[config.mk]
export PLATFORM = sky130hd
export DESIGN_NAME = timer_run_control
export DESIGN_NICKNAME = d
export VERILOG_FILES = /design/src/timer_channel.v /design/src/timer_run_control.v
export VERILOG_INCLUDE_DIRS = /design/src
export SDC_FILE = /design/constraint.sdc
export NUM_CORES = 1
export LEC_CHECK = 0
export ABC_AREA = 1
export CAP_MARGIN = 10
export CORE_MARGIN = 2
export CORE_UTILIZATION = 61
export CTS_CLUSTER_SIZE = 30
export DETAILED_ROUTE_END_ITERATION = 8
export DONT_BUFFER_PORTS = 1
export GPL_ROUTABILITY_DRIVEN = 1
export GPL_TIMING_DRIVEN = 0
export PLACE_DENSITY = 0.77
export RECOVER_POWER = 25
export SLEW_MARGIN = 40
export SYNTH_ARGS = -nofsm -noshare
export SYNTH_HDL_FRONTEND = slang
export SYNTH_SLANG_ARGS = --single-unit
[constraint.sdc]
create_clock -name core_clk -period 2.6 [get_ports core_clk]
set_input_delay 0.13 -clock core_clk [delete_from_list [all_inputs] [get_ports core_clk]]
set_output_delay 0.13 -clock core_clk [all_outputs]
set_load 0.005 [all_outputs]
[src/timer_run_consts.vh]
// register offsets, run-register field positions, reset values
// assumes a plain register port with byte-granular 32-bit addresses
`ifndef TIMER_RUN_CONSTS_VH
`define TIMER_RUN_CONSTS_VH

`define NUM_CHAN        7
`define CHAN_BASE_ADDR  32'hfffff1a0
`define CHAN_STRIDE     32'h00000010
`define RUN_CTRL_RESET  8'h00
`define BIT_COUNTER_RUN 0
`define BIT_PRESCALER   2
`define BIT_IDLE_OP     3
`define BIT_DBUF_EN     7
`define RUN_CTRL_MASK   8'h8d
`define PRESCALE_DIV    4'hf
`define COUNT_W         16
`define ADDR_TIMER6     32'hfffff1a0
`define ADDR_TIMER7     32'hfffff1b0
`define ADDR_TIMER8     32'hfffff1c0
`define ADDR_TIMER9     32'hfffff1d0
`define ADDR_TIMER10    32'hfffff1e0
`define ADDR_TIMER11    32'hfffff1f0
`define ADDR_TIMER12    32'hfffff200
`define ADDR_COUNT_BASE 32'hfffff300

`endif

[src/timer_channel.v]
// one timer channel: prescaler and 16-bit up-counter with double-buffered compare value
// assumes synchronous active-low reset already released by the top
`include "timer_run_consts.vh"
module timer_channel (
    input  wire        core_clk,      // system clock
    input  wire        rst_sync_n,    // synchronised reset
    input  wire [7:0]  run_ctrl,      // run register contents
    input  wire        idle_mode,     // chip in idle mode
    input  wire        load_wr,       // write to the compare value
    input  wire [15:0] load_data,     // compare value written
    output reg  [15:0] count_r        // counter value
);
    reg  [3:0]  presc_r;
    reg  [15:0] cmp_buf_r;
    reg  [15:0] cmp_r;
    wire        halted = idle_mode & ~run_ctrl[`BIT_IDLE_OP];
    wire        tick   = run_ctrl[`BIT_PRESCALER] & (presc_r == `PRESCALE_DIV);

    always @(posedge core_clk) begin
        if (!rst_sync_n) begin
            presc_r   <= 4'h0;
            count_r   <= 16'h0000;
            cmp_buf_r <= 16'hffff;
            cmp_r     <= 16'hffff;
        end else begin
            if (load_wr) begin
                cmp_buf_r <= load_data;
                if (!run_ctrl[`BIT_DBUF_EN])
                    cmp_r <= load_data;
            end
            if (!run_ctrl[`BIT_PRESCALER])
                presc_r <= 4'h0;
            else if (!halted)
                presc_r <= presc_r + 4'h1;
            if (!run_ctrl[`BIT_COUNTER_RUN]) begin
                count_r <= 16'h0000;
            end else if (tick && !halted) begin
                if (count_r == cmp_r) begin
                    count_r <= 16'h0000;
                    if (run_ctrl[`BIT_DBUF_EN])
                        cmp_r <= cmp_buf_r;
                end else begin
                    count_r <= count_r + 16'h0001;
                end
            end
        end
    end
endmodule // timer_channel

[src/timer_run_control.v]
// run-control registers for timer channels 6..12 and their counters
// assumes a single-cycle register port, read data one cycle after the strobe
`include "timer_run_consts.vh"
// Functional notes
// - bit 0 set makes the channel's 16-bit counter count while bit 2 is set, clear stops it and clears it to zero.
// - bit 7 enables double buffering of the compare value, clear writes it straight through.
// - bit 3 keeps the channel running in idle mode, clear halts it while idle.
// - bit 2 runs the channel prescaler when set and stops it when clear.
// - bits 1 and 5 read back undefined; here they read as zero.
module timer_run_control (
    input  wire        core_clk,      // system clock 100 MHz
    input  wire        rst_n,         // async active-low reset
    input  wire        idle_mode,     // chip idle mode
    input  wire [31:0] addr,          // register address
    input  wire [31:0] wdata,         // write data
    input  wire        wr_stb,        // write strobe
    input  wire        rd_stb,        // read strobe
    output reg  [31:0] rdata_r,       // read data, cycle after rd_stb
    output wire [6:0]  counter_run,   // per-channel counting
    output wire [6:0]  prescaler_run  // per-channel prescaler on
);
    localparam [31:0] CNT_BASE = `ADDR_COUNT_BASE;       // counter window base
    localparam [2:0]  NO_CHAN  = 3'h7;                   // index of no channel

    reg  [1:0]  rst_sync_r;                              // reset release pipeline
    wire        rst_sync_n = rst_sync_r[1];              // synchronised reset

    // run registers, one per channel
    reg  [7:0]  timer6_run_control_r;                    // channel 6 run register
    reg  [7:0]  timer7_run_control_r;                    // channel 7 run register
    reg  [7:0]  timer8_run_control_r;                    // channel 8 run register
    reg  [7:0]  timer9_run_control_r;                    // channel 9 run register
    reg  [7:0]  timer10_run_control_r;                   // channel 10 run register
    reg  [7:0]  timer11_run_control_r;                   // channel 11 run register
    reg  [7:0]  timer12_run_control_r;                   // channel 12 run register

    // counter values from the channels
    wire [15:0] count6_w;                                // channel 6 count
    wire [15:0] count7_w;                                // channel 7 count
    wire [15:0] count8_w;                                // channel 8 count
    wire [15:0] count9_w;                                // channel 9 count
    wire [15:0] count10_w;                               // channel 10 count
    wire [15:0] count11_w;                               // channel 11 count
    wire [15:0] count12_w;                               // channel 12 count

    wire [2:0]  run_sel;                                 // run register index
    wire [2:0]  cnt_sel;                                 // counter word index
    wire [6:0]  run_wr_en;                               // run register write enables
    wire [6:0]  load_en;                                 // compare write enables
    wire [7:0]  run_wr_val;                              // masked run register value
    reg  [7:0]  run_rd_mux;                              // selected run register
    reg  [15:0] cnt_rd_mux;                              // selected counter value
    reg  [31:0] rdata_nxt;                               // next read data

    // channel index of a run register, 7 when unmapped
    function [2:0] run_index;
        input [31:0] a;
        begin
            if (a[3:0] == 4'h0 && a >= `ADDR_TIMER6 && a <= `ADDR_TIMER12)
                run_index = a[6:4] - 3'h2;
            else
                run_index = 3'h7;
        end
    endfunction

    // channel index of a counter/compare word, 7 when unmapped
    function [2:0] cnt_index;
        input [31:0] a;
        begin
            if (a[31:8] == CNT_BASE[31:8] && a[3:0] == 4'h0 && a[7:4] < 4'h7)
                cnt_index = a[6:4];
            else
                cnt_index = 3'h7;
        end
    endfunction

    // one-hot channel select, all zero when unmapped
    function [6:0] chan_onehot;
        input [2:0] idx;
        begin
            case (idx)
                3'h0:    chan_onehot = 7'h01;
                3'h1:    chan_onehot = 7'h02;
                3'h2:    chan_onehot = 7'h04;
                3'h3:    chan_onehot = 7'h08;
                3'h4:    chan_onehot = 7'h10;
                3'h5:    chan_onehot = 7'h20;
                3'h6:    chan_onehot = 7'h40;
                default: chan_onehot = 7'h00;
            endcase
        end
    endfunction

    always @(posedge core_clk or negedge rst_n) begin
        if (!rst_n)
            rst_sync_r <= 2'b00;
        else
            rst_sync_r <= {rst_sync_r[0], 1'b1};
    end

    // address decode, shared by the write and read paths
    assign run_sel    = run_index(addr);
    assign cnt_sel    = cnt_index(addr);
    assign run_wr_en  = wr_stb ? chan_onehot(run_sel) : 7'h00;
    assign load_en    = wr_stb ? chan_onehot(cnt_sel) : 7'h00;
    assign run_wr_val = wdata[7:0] & `RUN_CTRL_MASK;

    // channel 6 run register
    always @(posedge core_clk) begin
        if (!rst_sync_n) begin
            timer6_run_control_r <= `RUN_CTRL_RESET;
        end else if (run_wr_en[0]) begin
            timer6_run_control_r <= run_wr_val;
        end
    end

    // channel 7 run register
    always @(posedge core_clk) begin
        if (!rst_sync_n) begin
            timer7_run_control_r <= `RUN_CTRL_RESET;
        end else if (run_wr_en[1]) begin
            timer7_run_control_r <= run_wr_val;
        end
    end

    // channel 8 run register
    always @(posedge core_clk) begin
        if (!rst_sync_n) begin
            timer8_run_control_r <= `RUN_CTRL_RESET;
        end else if (run_wr_en[2]) begin
            timer8_run_control_r <= run_wr_val;
        end
    end

    // channel 9 run register
    always @(posedge core_clk) begin
        if (!rst_sync_n) begin
            timer9_run_control_r <= `RUN_CTRL_RESET;
        end else if (run_wr_en[3]) begin
            timer9_run_control_r <= run_wr_val;
        end
    end

    // channel 10 run register
    always @(posedge core_clk) begin
        if (!rst_sync_n) begin
            timer10_run_control_r <= `RUN_CTRL_RESET;
        end else if (run_wr_en[4]) begin
            timer10_run_control_r <= run_wr_val;
        end
    end

    // channel 11 run register
    always @(posedge core_clk) begin
        if (!rst_sync_n) begin
            timer11_run_control_r <= `RUN_CTRL_RESET;
        end else if (run_wr_en[5]) begin
            timer11_run_control_r <= run_wr_val;
        end
    end

    // channel 12 run register
    always @(posedge core_clk) begin
        if (!rst_sync_n) begin
            timer12_run_control_r <= `RUN_CTRL_RESET;
        end else if (run_wr_en[6]) begin
            timer12_run_control_r <= run_wr_val;
        end
    end

    // run register read selection, bits 1 and 5 read as zero
    always @* begin
        case (run_sel)
            3'h0:    run_rd_mux = timer6_run_control_r;
            3'h1:    run_rd_mux = timer7_run_control_r;
            3'h2:    run_rd_mux = timer8_run_control_r;
            3'h3:    run_rd_mux = timer9_run_control_r;
            3'h4:    run_rd_mux = timer10_run_control_r;
            3'h5:    run_rd_mux = timer11_run_control_r;
            3'h6:    run_rd_mux = timer12_run_control_r;
            default: run_rd_mux = 8'h00;
        endcase
    end

    // counter value read selection
    always @* begin
        case (cnt_sel)
            3'h0:    cnt_rd_mux = count6_w;
            3'h1:    cnt_rd_mux = count7_w;
            3'h2:    cnt_rd_mux = count8_w;
            3'h3:    cnt_rd_mux = count9_w;
            3'h4:    cnt_rd_mux = count10_w;
            3'h5:    cnt_rd_mux = count11_w;
            3'h6:    cnt_rd_mux = count12_w;
            default: cnt_rd_mux = 16'h0000;
        endcase
    end

    // unmapped reads return zero
    always @* begin
        if (rd_stb && run_sel != NO_CHAN)
            rdata_nxt = {24'h000000, run_rd_mux};
        else if (rd_stb && cnt_sel != NO_CHAN)
            rdata_nxt = {16'h0000, cnt_rd_mux};
        else
            rdata_nxt = 32'h00000000;
    end

    // read data stands for the one cycle after the strobe
    always @(posedge core_clk) begin
        if (!rst_sync_n)
            rdata_r <= 32'h00000000;
        else
            rdata_r <= rdata_nxt;
    end

    // run and prescaler levels, bit 0 is channel 6
    assign counter_run[0]   = timer6_run_control_r[`BIT_COUNTER_RUN];
    assign counter_run[1]   = timer7_run_control_r[`BIT_COUNTER_RUN];
    assign counter_run[2]   = timer8_run_control_r[`BIT_COUNTER_RUN];
    assign counter_run[3]   = timer9_run_control_r[`BIT_COUNTER_RUN];
    assign counter_run[4]   = timer10_run_control_r[`BIT_COUNTER_RUN];
    assign counter_run[5]   = timer11_run_control_r[`BIT_COUNTER_RUN];
    assign counter_run[6]   = timer12_run_control_r[`BIT_COUNTER_RUN];

    assign prescaler_run[0] = timer6_run_control_r[`BIT_PRESCALER];
    assign prescaler_run[1] = timer7_run_control_r[`BIT_PRESCALER];
    assign prescaler_run[2] = timer8_run_control_r[`BIT_PRESCALER];
    assign prescaler_run[3] = timer9_run_control_r[`BIT_PRESCALER];
    assign prescaler_run[4] = timer10_run_control_r[`BIT_PRESCALER];
    assign prescaler_run[5] = timer11_run_control_r[`BIT_PRESCALER];
    assign prescaler_run[6] = timer12_run_control_r[`BIT_PRESCALER];

    // one counter per channel
    timer_channel u_chan6 (
        .core_clk   (core_clk),
        .rst_sync_n (rst_sync_n),
        .run_ctrl   (timer6_run_control_r),
        .idle_mode  (idle_mode),
        .load_wr    (load_en[0]),
        .load_data  (wdata[15:0]),
        .count_r    (count6_w)
    );

    timer_channel u_chan7 (
        .core_clk   (core_clk),
        .rst_sync_n (rst_sync_n),
        .run_ctrl   (timer7_run_control_r),
        .idle_mode  (idle_mode),
        .load_wr    (load_en[1]),
        .load_data  (wdata[15:0]),
        .count_r    (count7_w)
    );

    timer_channel u_chan8 (
        .core_clk   (core_clk),
        .rst_sync_n (rst_sync_n),
        .run_ctrl   (timer8_run_control_r),
        .idle_mode  (idle_mode),
        .load_wr    (load_en[2]),
        .load_data  (wdata[15:0]),
        .count_r    (count8_w)
    );

    timer_channel u_chan9 (
        .core_clk   (core_clk),
        .rst_sync_n (rst_sync_n),
        .run_ctrl   (timer9_run_control_r),
        .idle_mode  (idle_mode),
        .load_wr    (load_en[3]),
        .load_data  (wdata[15:0]),
        .count_r    (count9_w)
    );

    timer_channel u_chan10 (
        .core_clk   (core_clk),
        .rst_sync_n (rst_sync_n),
        .run_ctrl   (timer10_run_control_r),
        .idle_mode  (idle_mode),
        .load_wr    (load_en[4]),
        .load_data  (wdata[15:0]),
        .count_r    (count10_w)
    );

    timer_channel u_chan11 (
        .core_clk   (core_clk),
        .rst_sync_n (rst_sync_n),
        .run_ctrl   (timer11_run_control_r),
        .idle_mode  (idle_mode),
        .load_wr    (load_en[5]),
        .load_data  (wdata[15:0]),
        .count_r    (count11_w)
    );

    timer_channel u_chan12 (
        .core_clk   (core_clk),
        .rst_sync_n (rst_sync_n),
        .run_ctrl   (timer12_run_control_r),
        .idle_mode  (idle_mode),
        .load_wr    (load_en[6]),
        .load_data  (wdata[15:0]),
        .count_r    (count12_w)
    );
endmodule // timer_run_control

==> results of run 1 <==
-- timing repair --
action	in CTS	in global routing
hold endpoints to repair	100	0
setup endpoints to repair	181	50
hold buffers	22	0
gates resized for setup	1	6
-- synth_stat cells (3+ instances only) --
library cell / instances
dfxtp_1: 408
nand2_2: 9
clkbuf_1: 77
nand4_2: 4
nor2_4: 15
buf_1: 6
a31oi_1: 4
or2_2: 13
nand2_1: 630
o21a_1: 3
ha_1: 15
nor3b_1: 13
xnor2_1: 6
clkinv_1: 21
a211oi_1: 37
nor4_1: 22
xor2_1: 100
inv_2: 12
o211ai_1: 129
nand3b_1: 32
nor3_1: 86
nand4_4: 4
o21ai_1: 6
buf_2: 28
nand3_1: 250
buf_4: 33
o22ai_1: 29
o21ai_0: 65
nand3_2: 6
a21oi_1: 90
nor2_1: 289
nor3_2: 4
buf_6: 4
inv_1: 277
nor2_2: 16
nand4_1: 103
-- through the flow --
stage / power [W] / cell area (um^2) / util (%)
after floorplan: 0.00663 / 20700 / -
after global placement: 0.00677 / 21200 / 63.6
after detailed placement: 0.00678 / 21200 / 63.6
after CTS: 0.0139 / 23100 / 69.2
after global routing: 0.0142 / 23100 / 69.2
final: 0.0139 / 23100 / 69.2
-- layer usage --
metal  vias to the layer above  routed length (um)  GRT usage (%)
met5                         -                   0              0
met4                         0                4850           23.6
met3                       261                7360           8.14
met2                      1177               30000           60.3
met1                      9424               28200           51.0
li1                       9673                   -              -
-- cell families (layout without fill, tap and decap cells) --
kind of cell | after synthesis | after routing
adders and majority gates | 15 | 15
AOI/OAI and AO/OA | 368 | 368
and+or+nand+nor | 1504 | 1504
DFF | 410 | 410
xor gates and xnor gates | 106 | 106
buffers and inverters | 462 | 566
other | 2 | 22
-- worst paths after layout --
check                                                    endpoint  slack (ns)  depth (start not counted)
worst max register to register       u_chan10.cmp_r[7]$_SDFF_PN1_        0.15                         10
worst min-delay path            u_chan6.cmp_buf_r[4]$_SDFFE_PN1N_        0.03                          2
worst min register to register            rst_sync_r[1]$_DFF_PN0_        0.35                          0
worst max-delay path                 u_chan10.cmp_r[7]$_SDFF_PN1_        0.15                         10
min in group asynchronous                 rst_sync_r[0]$_DFF_PN0_        0.30                          2
max in group asynchronous                 rst_sync_r[1]$_DFF_PN0_        2.18                          2
-- power by group --
part,internal (W),switching [W]
Sequential,0.00628,0.00000257
Clock,0.00440,0.00276
Combinational,0.0000852,0.000362
Total,0.0108,0.00312
-- worst max-delay path, delay by kind of cell, from the launching register on --
kind                   cells  cell delay (ns)
and+or+nand+nor            8             1.46
DFF                        1             0.33
buffers and inverters      2             0.51
-- final cells by class --
| class | count | area, um^2 | share of cell area, % |
|---|---|---|---|
| buffer | 150 | 757 | 3.28 |
| multi-input combinational | 2010 | 10500 | 45.4 |
| antenna | 5 | 12.5 | 0.0542 |
| timing repair buffer | 22 | 220 | 0.954 |
| sequential | 410 | 8220 | 35.6 |
| tap | 448 | 561 | 2.43 |
| inverter | 312 | 1170 | 5.08 |
| clock inverter | 20 | 362 | 1.57 |
| clock buffer | 62 | 1300 | 5.62 |
==> summary.md, run 1 <==
| Metric | Value |
|---|---|
| Outcome | `finished, final reports clean` |
| CORE AREA | `roughly 33000 um^2` |
| Die ar. | `35300 um^2` |
| Syn Area/Cell | `approximately 7 um^2` |
| XOR/XNOR share of the synthesized area | `4.51%` |
| Post-synth top area cell | `dfxtp_1` |
| Rel. slew slack | `between 30 and 40%` |
| FMAX | `0.408 GHz` |
| Worst hold slack | `0.0346 ns` |
| Worst path cell trace | `inv_1 > or2_2 > nand2_1 > nor4_1 > nand3_1 > nor2_2 > nand2_1 > clkbuf_1 > nand3_1 > nand4_1` |
| DRC errors left | `0` |
| First-pass GRT wire length | `107000 um` |
| Yosys cell types | `50` |
| Setup Skew | `0.0254 ns` |
| PwrDens | `601 nW/um^2` |
| Crit share post-route | `94.3%` |
| Row Count | `67` |
| Aggregate routed wire length | `70400 um` |
| Crit path launch | `u_chan10.count_r[14]$_SDFFE_PN0P_` |
| DP HPWL | `50500 um` |
| Worst-Margin Slew | `0.910 ns` |
| Initial Util | `61.7%` |
| Commonest non-fill, non-tap cells in the layout | `nand2_1 (630), dfxtp_1 (408), nor2_1 (292)` |
| CTS clock-pin slew for the worst setup and hold paths | `around 0.060 ns` |
| CTS Buffer Depth | `3` |
| Clock latency at the later pin of the worst-skew pair | `0.60 ns` |
| PortBufs | `0` |
| YS warnings | `0` |
| Post-Synth Simple-Gate Area | `between 30 and 40%` |
| Adder-cell share of the synthesized area | `0.911%` |
| Num Clock Sinks | `410` |
| Critical Path Fanout Max | `10` |
| Final hold vios | `0` |
| Via count | `between 20000 and 25000` |
| Max_cap viols | `0` |
| Critical path type | `reg2reg` |
| Vias in the first global route | `18900` |
| Delay of the slowest critical-path stage | `0.33 ns` |
| Commonest non-fill, non-tap cell in the layout | `nand2_1` |
| Root Driver | `clkbuf_16` |
| Worst Setup Start Kind | `flip-flop` |
| Main combinational cell family by area after synthesis | `simple AND/OR/NAND/NOR gates` |
| Fillers | `2902` |
| Largest net degree at the start of global routing | `15` |
| Worst vdd ir | `0.000653 V` |
| Setup Buffers After CTS | `0` |
| Final Non-Filler Cells | `3439` |
| Detailed Route Iter0 Violations | `about 2500` |
| Fin crit period | `2.45 ns` |
| Routability Congestion | `about 1.1` |
| Critical Path Sink Type | `flip-flop` |
| Final setup fails | `0` |
| Sequential cell area fraction in the yosys report | `~40%` |
| RSZ-0062 raised after global routing | `no` |
| Drt pass-1 iters | `8` |
| Setup_tns | `0 ns` |
| Mux contribution to synthesized area | `0%` |
| IO Count | `115` |
| Die Span X | `188 um` |
| DRT antenna net count | `0` |
| Worst setup margin | `0.149 ns` |
| Top cell type's share of synthesized area | `about two fifths` |
| Die span in y | `188 um` |
| EDFF count, synth | `0` |
| Via/cell ratio | `about 6` |
| Post-synth design cell area | `20600 um^2` |
| CTS tree | `built` |
| Reg-to-Reg Start | `u_chan10.count_r[14]$_SDFFE_PN0P_` |
| Leak Pwr | `slightly below 10 nW` |
| Critical path required time | `3.05 ns` |
| Ys async rst share | `0.488%` |
| Overflow after GRT | `0` |
| Nets | `between 3000 and 4000` |
| Max H-tree Level | `2` |
| Top FF cell, synth | `dfxtp_1` |
| Tightest Hold Check Type | `in2reg` |
| DP Cell Count | `3330` |
| TritonCTS Buffers | `44` |
| Synth area leaders | `dfxtp_1 (40%), nand2_1 (11%), nand3_1 (6.1%), nor2_1 (5.3%), inv_1 (5.0%)` |
| GR Util All Layers | `39.2%` |
| Crit path DAT | `between 2 and 3 ns` |
| Worst Min Path Start | `wdata[4]` |
| Syn Inst Count | `2867` |
| Pre-CTS WS | `-0.288 ns` |
| Initial antenna violation count | `2` |
| Compound-cell area share of the yosys netlist | `a little under an eighth` |
| Crit path max-delay cell type | `dfxtp_1` |
| Max Slew Vio Count | `0` |
| P&R area growth vs syn | `12.1%` |
| Layout cells sized above 1 | `7.80%` |
| FF+latch count, synth | `410` |
| Wire per inst | `20.5 um` |
Power figures use the tool's default switching activity.
==> run 2: changes to the inputs <==
- CORE_UTILIZATION: 61 -> 30
- PLACE_DENSITY: 0.77 -> not set
==> summary.md, run 2 (same netlist as run 1, synthesis figures left out) <==
| Metric | Value |
|---|---|
| Outcome | `finished, final reports clean` |
| Worst Setup Start Kind | `flip-flop` |
| First-pass GRT wire length | `109000 um (+2.2%)` |
| Commonest non-fill, non-tap cells in the layout | `nand2_1 (631), dfxtp_1 (408), nor2_1 (290)` |
| Die Span X | `266 um (+42%)` |
| PortBufs | `0 (unchanged)` |
| Met3 Usage GRT | `3.97% (-4.2 points)` |
| Row Count | `96 (+43%)` |
| Aggregate routed wire length | `72500 um (+2.9%)` |
| Detailed Route Iter0 Violations | `1817 (-27%)` |
| Clock latency at the later pin of the worst-skew pair | `0.60 ns (about the same)` |
| Clock power frac | `49.7% (-1.8 points)` |
| DRT antenna net count | `0 (unchanged)` |
| CTS tree | `built` |
| NetSw | `0.00312 W (-0.23%)` |
| RSZ-0062 raised after global routing | `no` |
| Overflow after GRT | `0 (unchanged)` |
| Busiest grt layer | `met2` |
| Nets | `3035 (+0.033%)` |
| Setup Skew | `0.0194 ns (-0.00604 ns)` |
| Internal power | `0.0103 W (-4.8%)` |
| Diode count | `0 (-5)` |
| Initial Util | `30.1% (-32 points)` |
| Wire per inst | `18.7 um (-8.5%)` |
| Crit path buffers/inverters | `3 (+1)` |
| Critical Path Fanout Max | `10 (unchanged)` |
| Die span in y | `266 um (+42%)` |
| P&R area growth vs syn | `13.8%` |
| GR Util All Layers | `20.3% (-19 points)` |
| Worst path cell trace | `clkbuf_2 > clkbuf_2 > clkbuf_1 > o211ai_1` |
| Worst vdd ir | `0.000400 V (-39%)` |
| Initial antenna violation count | `1 (-1)` |
| Pre-CTS WS | `-0.0765 ns (+0.212 ns)` |
| CORE AREA | `68300 um^2 (+100%)` |
| Final hold vios | `0 (unchanged)` |
| Critical path type | `reg2reg` |
| Via/cell ratio | `5.02 (-16%)` |
| IO Count | `115 (unchanged)` |
| CTS clock-pin slew for the worst setup and hold paths | `0.06 ns (about the same)` |
| Combinational share of power | `3.3% (about the same)` |
| Flop pwr share | `47.0% (+1.8 points)` |
| Hold path depth | `2 (unchanged)` |
| Crit share post-route | `95.1% (+0.84 points)` |
| Largest net degree at the start of global routing | `14 (-1)` |
| PwrDens | `570 nW/um^2 (-5.2%)` |
| Delay of the slowest critical-path stage | `0.57 ns (+0.24 ns)` |
| Crit path max-delay cell type | `dfrtp_1` |
| Routability Congestion | `0.943 (-11%)` |
| Tightest Hold Check Type | `in2reg` |
| Worst-Margin Slew | `0.808 ns (-0.102 ns)` |
| Vias in the first global route | `18000 (-5.0%)` |
| Max_cap viols | `0 (unchanged)` |
| Fin crit period | `2.47 ns (+0.0219 ns)` |
| Max Slew Vio Count | `0 (unchanged)` |
| CP dominant cell by count | `clkbuf_2` |
| Root Driver | `clkbuf_16` |
| Drt pass-1 iters | `5 (-3)` |
| Critical Path Sink Type | `flip-flop` |
| Commonest non-fill, non-tap cell in the layout | `nand2_1` |
| Crit path DAT | `2.91 ns (about the same)` |
| DP HPWL | `53400 um (+5.7%)` |
| Critical path depth | `4 (-6)` |
| Sw Ratio | `23.3% (+0.82 points)` |
| Rel. slew slack | `46.0% (+6.6 points)` |
| Num Clock Sinks | `410 (unchanged)` |
| Fin util | `34.3% (-35 points)` |
| Final setup fails | `0 (unchanged)` |
| Via count | `19400 (-5.5%)` |
| Leak Pwr | `9.67 nW (-0.86%)` |
| Critical path required time | `3.03 ns (-0.02 ns)` |
| DRC errors left | `0 (unchanged)` |
| Max H-tree Level | `2 (unchanged)` |
| Worst setup margin | `0.127 ns (-0.0219 ns)` |
| Top Family by Delay on Critical Path | `buffers and inverters` |
| TritonCTS Buffers | `44 (unchanged)` |
| FMAX | `0.404 GHz (-0.88%)` |
| GR Util met2 | `32.1% (-28 points)` |
| CTS Buffer Depth | `3 (unchanged)` |
| Die ar. | `70800 um^2 (+100%)` |
| Met1 usage | `26.4% (-25 points)` |
| Layout cells sized above 1 | `7.77% (-0.031 points)` |
| R2R depth | `4 (-6)` |
-- run 2: metal layers --
layer | routed length, um | vias to the layer above
met1 | 31300 | 8843
met4 | 3900 | 0
li1 | - | 9687
met2 | 32000 | 691
met5 | 0 | -
met3 | 5270 | 182
-- run 2: area by class of cell --
type	instances	area, um^2
Clock inverter	18	205
Buffer	150	749
Multi-Input combinational cell	2010	10500
Timing Repair Buffer	23	230
Inverter	312	1170
Fill cell	7340	44900
Sequential cell	410	8220
Clock buffer	62	1300
Tap cell	882	1100
-- run 2: worst reg2reg max path: stages (launching register included) --
cell	delay, ns
dfrtp_1	0.57
clkbuf_2	0.53
clkbuf_2	0.50
clkbuf_1	0.53
o211ai_1	0.19
-- run 2: through the flow --
step	cells	setup TNS [ns]	hold slack, ns	total power, W	instance area (um^2)
after floorplan	2882	0	-0.166	0.00663	20700
after global routing	3867	0	0.0171	0.0137	23400
final	3867	0	0.0318	0.0134	23400
after global placement	3764	-47.02	-0.166	0.00678	21800
after detailed placement	3764	-0.386	-0.166	0.00678	21800
after CTS	3867	0	0.00129	0.0135	23500
-- run 2: worst paths after layout --
path / endpoint / slack, ns / start
max: u_chan9.cmp_buf_r[15]$_SDFFE_PN1N_ / 0.13 / rst_sync_r[1]$_DFF_PN0_
min: u_chan6.cmp_buf_r[10]$_SDFFE_PN1N_ / 0.03 / wdata[10]
max reg2reg: u_chan9.cmp_buf_r[15]$_SDFFE_PN1N_ / 0.13 / rst_sync_r[1]$_DFF_PN0_
min reg2reg: rst_sync_r[1]$_DFF_PN0_ / 0.35 / rst_sync_r[0]$_DFF_PN0_
max in group asynchronous: rst_sync_r[1]$_DFF_PN0_ / 2.17 / rst_n
min in group asynchronous: rst_sync_r[0]$_DFF_PN0_ / 0.31 / rst_n
-- run 2: power by group through the flow --
stage	registers, W	logic (W)	clock network (W)
floorplan	0.00642	0.000209	0
global placement	0.00643	0.000351	0
detailed placement	0.00643	0.000352	0
CTS	0.00628	0.000430	0.00675
global route	0.00628	0.000459	0.00699
finish	0.00628	0.000440	0.00665
-- run 2: repair_timing --
item,in CTS,in global routing
resized for setup,1,7
buffers inserted,0,0
hold endpoints to repair,133,0
setup endpoints to repair,10,11
hold buffers,23,0
==> run 3: changes to the inputs <==
- CORE_UTILIZATION: 30 -> 45
- PLACE_DENSITY: not set -> 0.61
- TNS_END_PERCENT: not set -> 20
==> summary.md, run 3 (same netlist as run 1, synthesis figures left out) <==
| Metric | Value |
|---|---|
| Critical path type | `in2reg` |
| Wire per inst | `20.4 um (+9.0%)` |
| Row Count | `78 (-19%)` |
| Worst vdd ir | `0.000485 V (+21%)` |
| P&R area growth vs syn | `12.7%` |
| Crit share post-route | `98.7% (+3.6 points)` |
| Tightest Hold Check Type | `in2reg` |
| Max H-tree Level | `2 (unchanged)` |
| Initial antenna violation count | `4 (+3)` |
| CTS clock-pin slew for the worst setup and hold paths | `0.07 ns (about the same)` |
| Overflow after GRT | `0 (unchanged)` |
| Worst-Margin Slew | `0.874 ns (+0.0662 ns)` |
| Leak Pwr | `9.72 nW (+0.55%)` |
| Crit path DAT | `3.06 ns (+0.15 ns)` |
| Pre-CTS WS | `-0.122 ns (-0.0452 ns)` |
| DRC errors left | `0 (unchanged)` |
| First-pass GRT wire length | `111000 um (+1.0%)` |
| PwrDens | `586 nW/um^2 (+2.7%)` |
| Initial Util | `45.5% (+15 points)` |
| Setup_tns | `0 ns (unchanged)` |
| Max_cap viols | `0 (unchanged)` |
| Worst setup margin | `0.0336 ns (-0.0936 ns)` |
| FMAX | `0.390 GHz (-3.6%)` |
| Max Slew Vio Count | `0 (unchanged)` |
| Setup Skew | `0.0367 ns (+0.0174 ns)` |
| Aggregate routed wire length | `73400 um (+1.3%)` |
| Delay of the slowest critical-path stage | `0.55 ns (-0.02 ns)` |
| Worst hold slack | `0.0190 ns (-0.0128 ns)` |
| CTS Buffer Depth | `3 (unchanged)` |
| Fin util | `51.3% (+17 points)` |
| Via count | `19900 (+2.4%)` |
| Die Span X | `218 um (-18%)` |
| Vias in the first global route | `18300 (+1.9%)` |
| Die ar. | `47500 um^2 (-33%)` |
| Critical Path Fanout Max | `10 (unchanged)` |
| Critical path required time | `3.09 ns (+0.06 ns)` |
| Num Clock Sinks | `410 (unchanged)` |
| DP HPWL | `53500 um (+0.15%)` |
| PortBufs | `0 (unchanged)` |
| Crit path max-delay cell type | `dlygate4sd3_1` |
| Root Driver | `clkbuf_16` |
| Rel. slew slack | `41.7% (-4.2 points)` |
| Layout cells sized above 1 | `7.80% (+0.026 points)` |
| Setup Buffers After CTS | `0 (unchanged)` |
| CTS tree | `built` |
| Clock latency at the later pin of the worst-skew pair | `0.61 ns (about the same)` |
| Nets | `3036 (+0.033%)` |
| Outcome | `finished, final reports clean` |
| Critical Path Sink Type | `flip-flop` |
| Via/cell ratio | `5.53 (+10%)` |
| Drt pass-1 iters | `5 (unchanged)` |
| RSZ-0062 raised after global routing | `no` |
| Final hold vios | `0 (unchanged)` |
| IO Count | `115 (unchanged)` |
| Final setup fails | `0 (unchanged)` |
| Die span in y | `218 um (-18%)` |
| Routability Congestion | `0.958 (+1.6%)` |
| Largest net degree at the start of global routing | `14 (unchanged)` |
| Worst path cell trace | `dlygate4sd3_1 > buf_6 > a21oi_1 > nand2_2 > clkinv_2 > buf_6 > nand3_1 > buf_2 > o22ai_1 > nor2_1 > a21oi_1` |
| Worst Setup Start Kind | `input pin` |
| Fin crit period | `2.57 ns (+0.0936 ns)` |
| CORE AREA | `45300 um^2 (-34%)` |
| TritonCTS Buffers | `45 (+2.3%)` |
| DRT antenna net count | `0 (unchanged)` |
| Detailed Route Iter0 Violations | `2005 (+10%)` |
| Total power | `0.0136 W (+1.7%)` |
| Commonest non-fill, non-tap cells in the layout | `nand2_1 (630), dfxtp_1 (408), nor2_1 (292)` |
| GR Util All Layers | `30.7% (+10 points)` |
| Commonest non-fill, non-tap cell in the layout | `nand2_1` |
## run 3: cell types whose count changed in the layout (fill, tap and decap cells not counted), sizes merged
cell	before	now
clkinv	32	30
diode	0	4
clkinvlp	3	0
buf	57	55
clkbuf	155	165
## run 3: cell type report
type                       instances  area (um^2)
multi-input combinational       2010        10500
inverter                         312         1170
timing repair buffer              23          230
tap                              600          751
clock buffer                      70         1380
antenna                            4         10.0
clock inverter                    13          199
fill                            4521        22100
buffer                           150          762
sequential                       410         8220
## run 3: worst max-delay path, delay by kind of cell
| kind | cells | cell delay, ns |
|---|---|---|
| buffers and inverters | 5 | 1.32 |
| AOI/OAI and AO/OA | 3 | 0.97 |
| and+or+nand+nor | 3 | 0.61 |
## run 3: path summary, 6_finish.rpt
path / startpoint / to / slack, ns / depth (start not counted)
worst max-delay path: addr[4] / rdata_r[15]$_SDFF_PP0_ / 0.03 / 11
worst min-delay path: wdata[6] / u_chan6.cmp_buf_r[6]$_SDFFE_PN1N_ / 0.02 / 2
worst max register to register: rst_sync_r[1]$_DFF_PN0_ / u_chan8.cmp_r[11]$_SDFF_PN1_ / 0.12 / 4
worst min register to register: rst_sync_r[0]$_DFF_PN0_ / rst_sync_r[1]$_DFF_PN0_ / 0.35 / 0
max in group asynchronous: rst_n / rst_sync_r[1]$_DFF_PN0_ / 2.18 / 2
min in group asynchronous: rst_n / rst_sync_r[0]$_DFF_PN0_ / 0.30 / 2
## run 3: per-layer routing
metal / track usage [%] / part of all wire (%) / vias to the layer above
met5: 0 / 0 / -
met4: 13.0 / 4.2 / 0
met3: 5.93 / 7.9 / 177
met2: 48.4 / 44 / 762
met1: 41.1 / 43 / 9243
li1: - / - / 9688
## run 3: metrics by stage
step	cell area, um^2	cells
after floorplan	20700	2882
after global placement	21400	3482
after detailed placement	21400	3482
after CTS	23200	3587
after global routing	23200	3592
final	23200	3592
## run 3: where the power goes
part / leakage (nW) / switching, W / internal (W)
Combinational: 5.62 / 0.000369 / 0.0000865
Sequential: 3.32 / 0.00000270 / 0.00628
Clock: 0.781 / 0.00279 / 0.00407
Total: 9.72 / 0.00316 / 0.0104
## run 3: timing repair
| item | 4_1_cts | 5_1_grt |
|---|---|---|
| hold endpoints to repair | 101 | 1 |
| hold buffers | 22 | 1 |
| resized for setup | 2 | 3 |
| endpoints found under the setup margin | 22 | 5 |
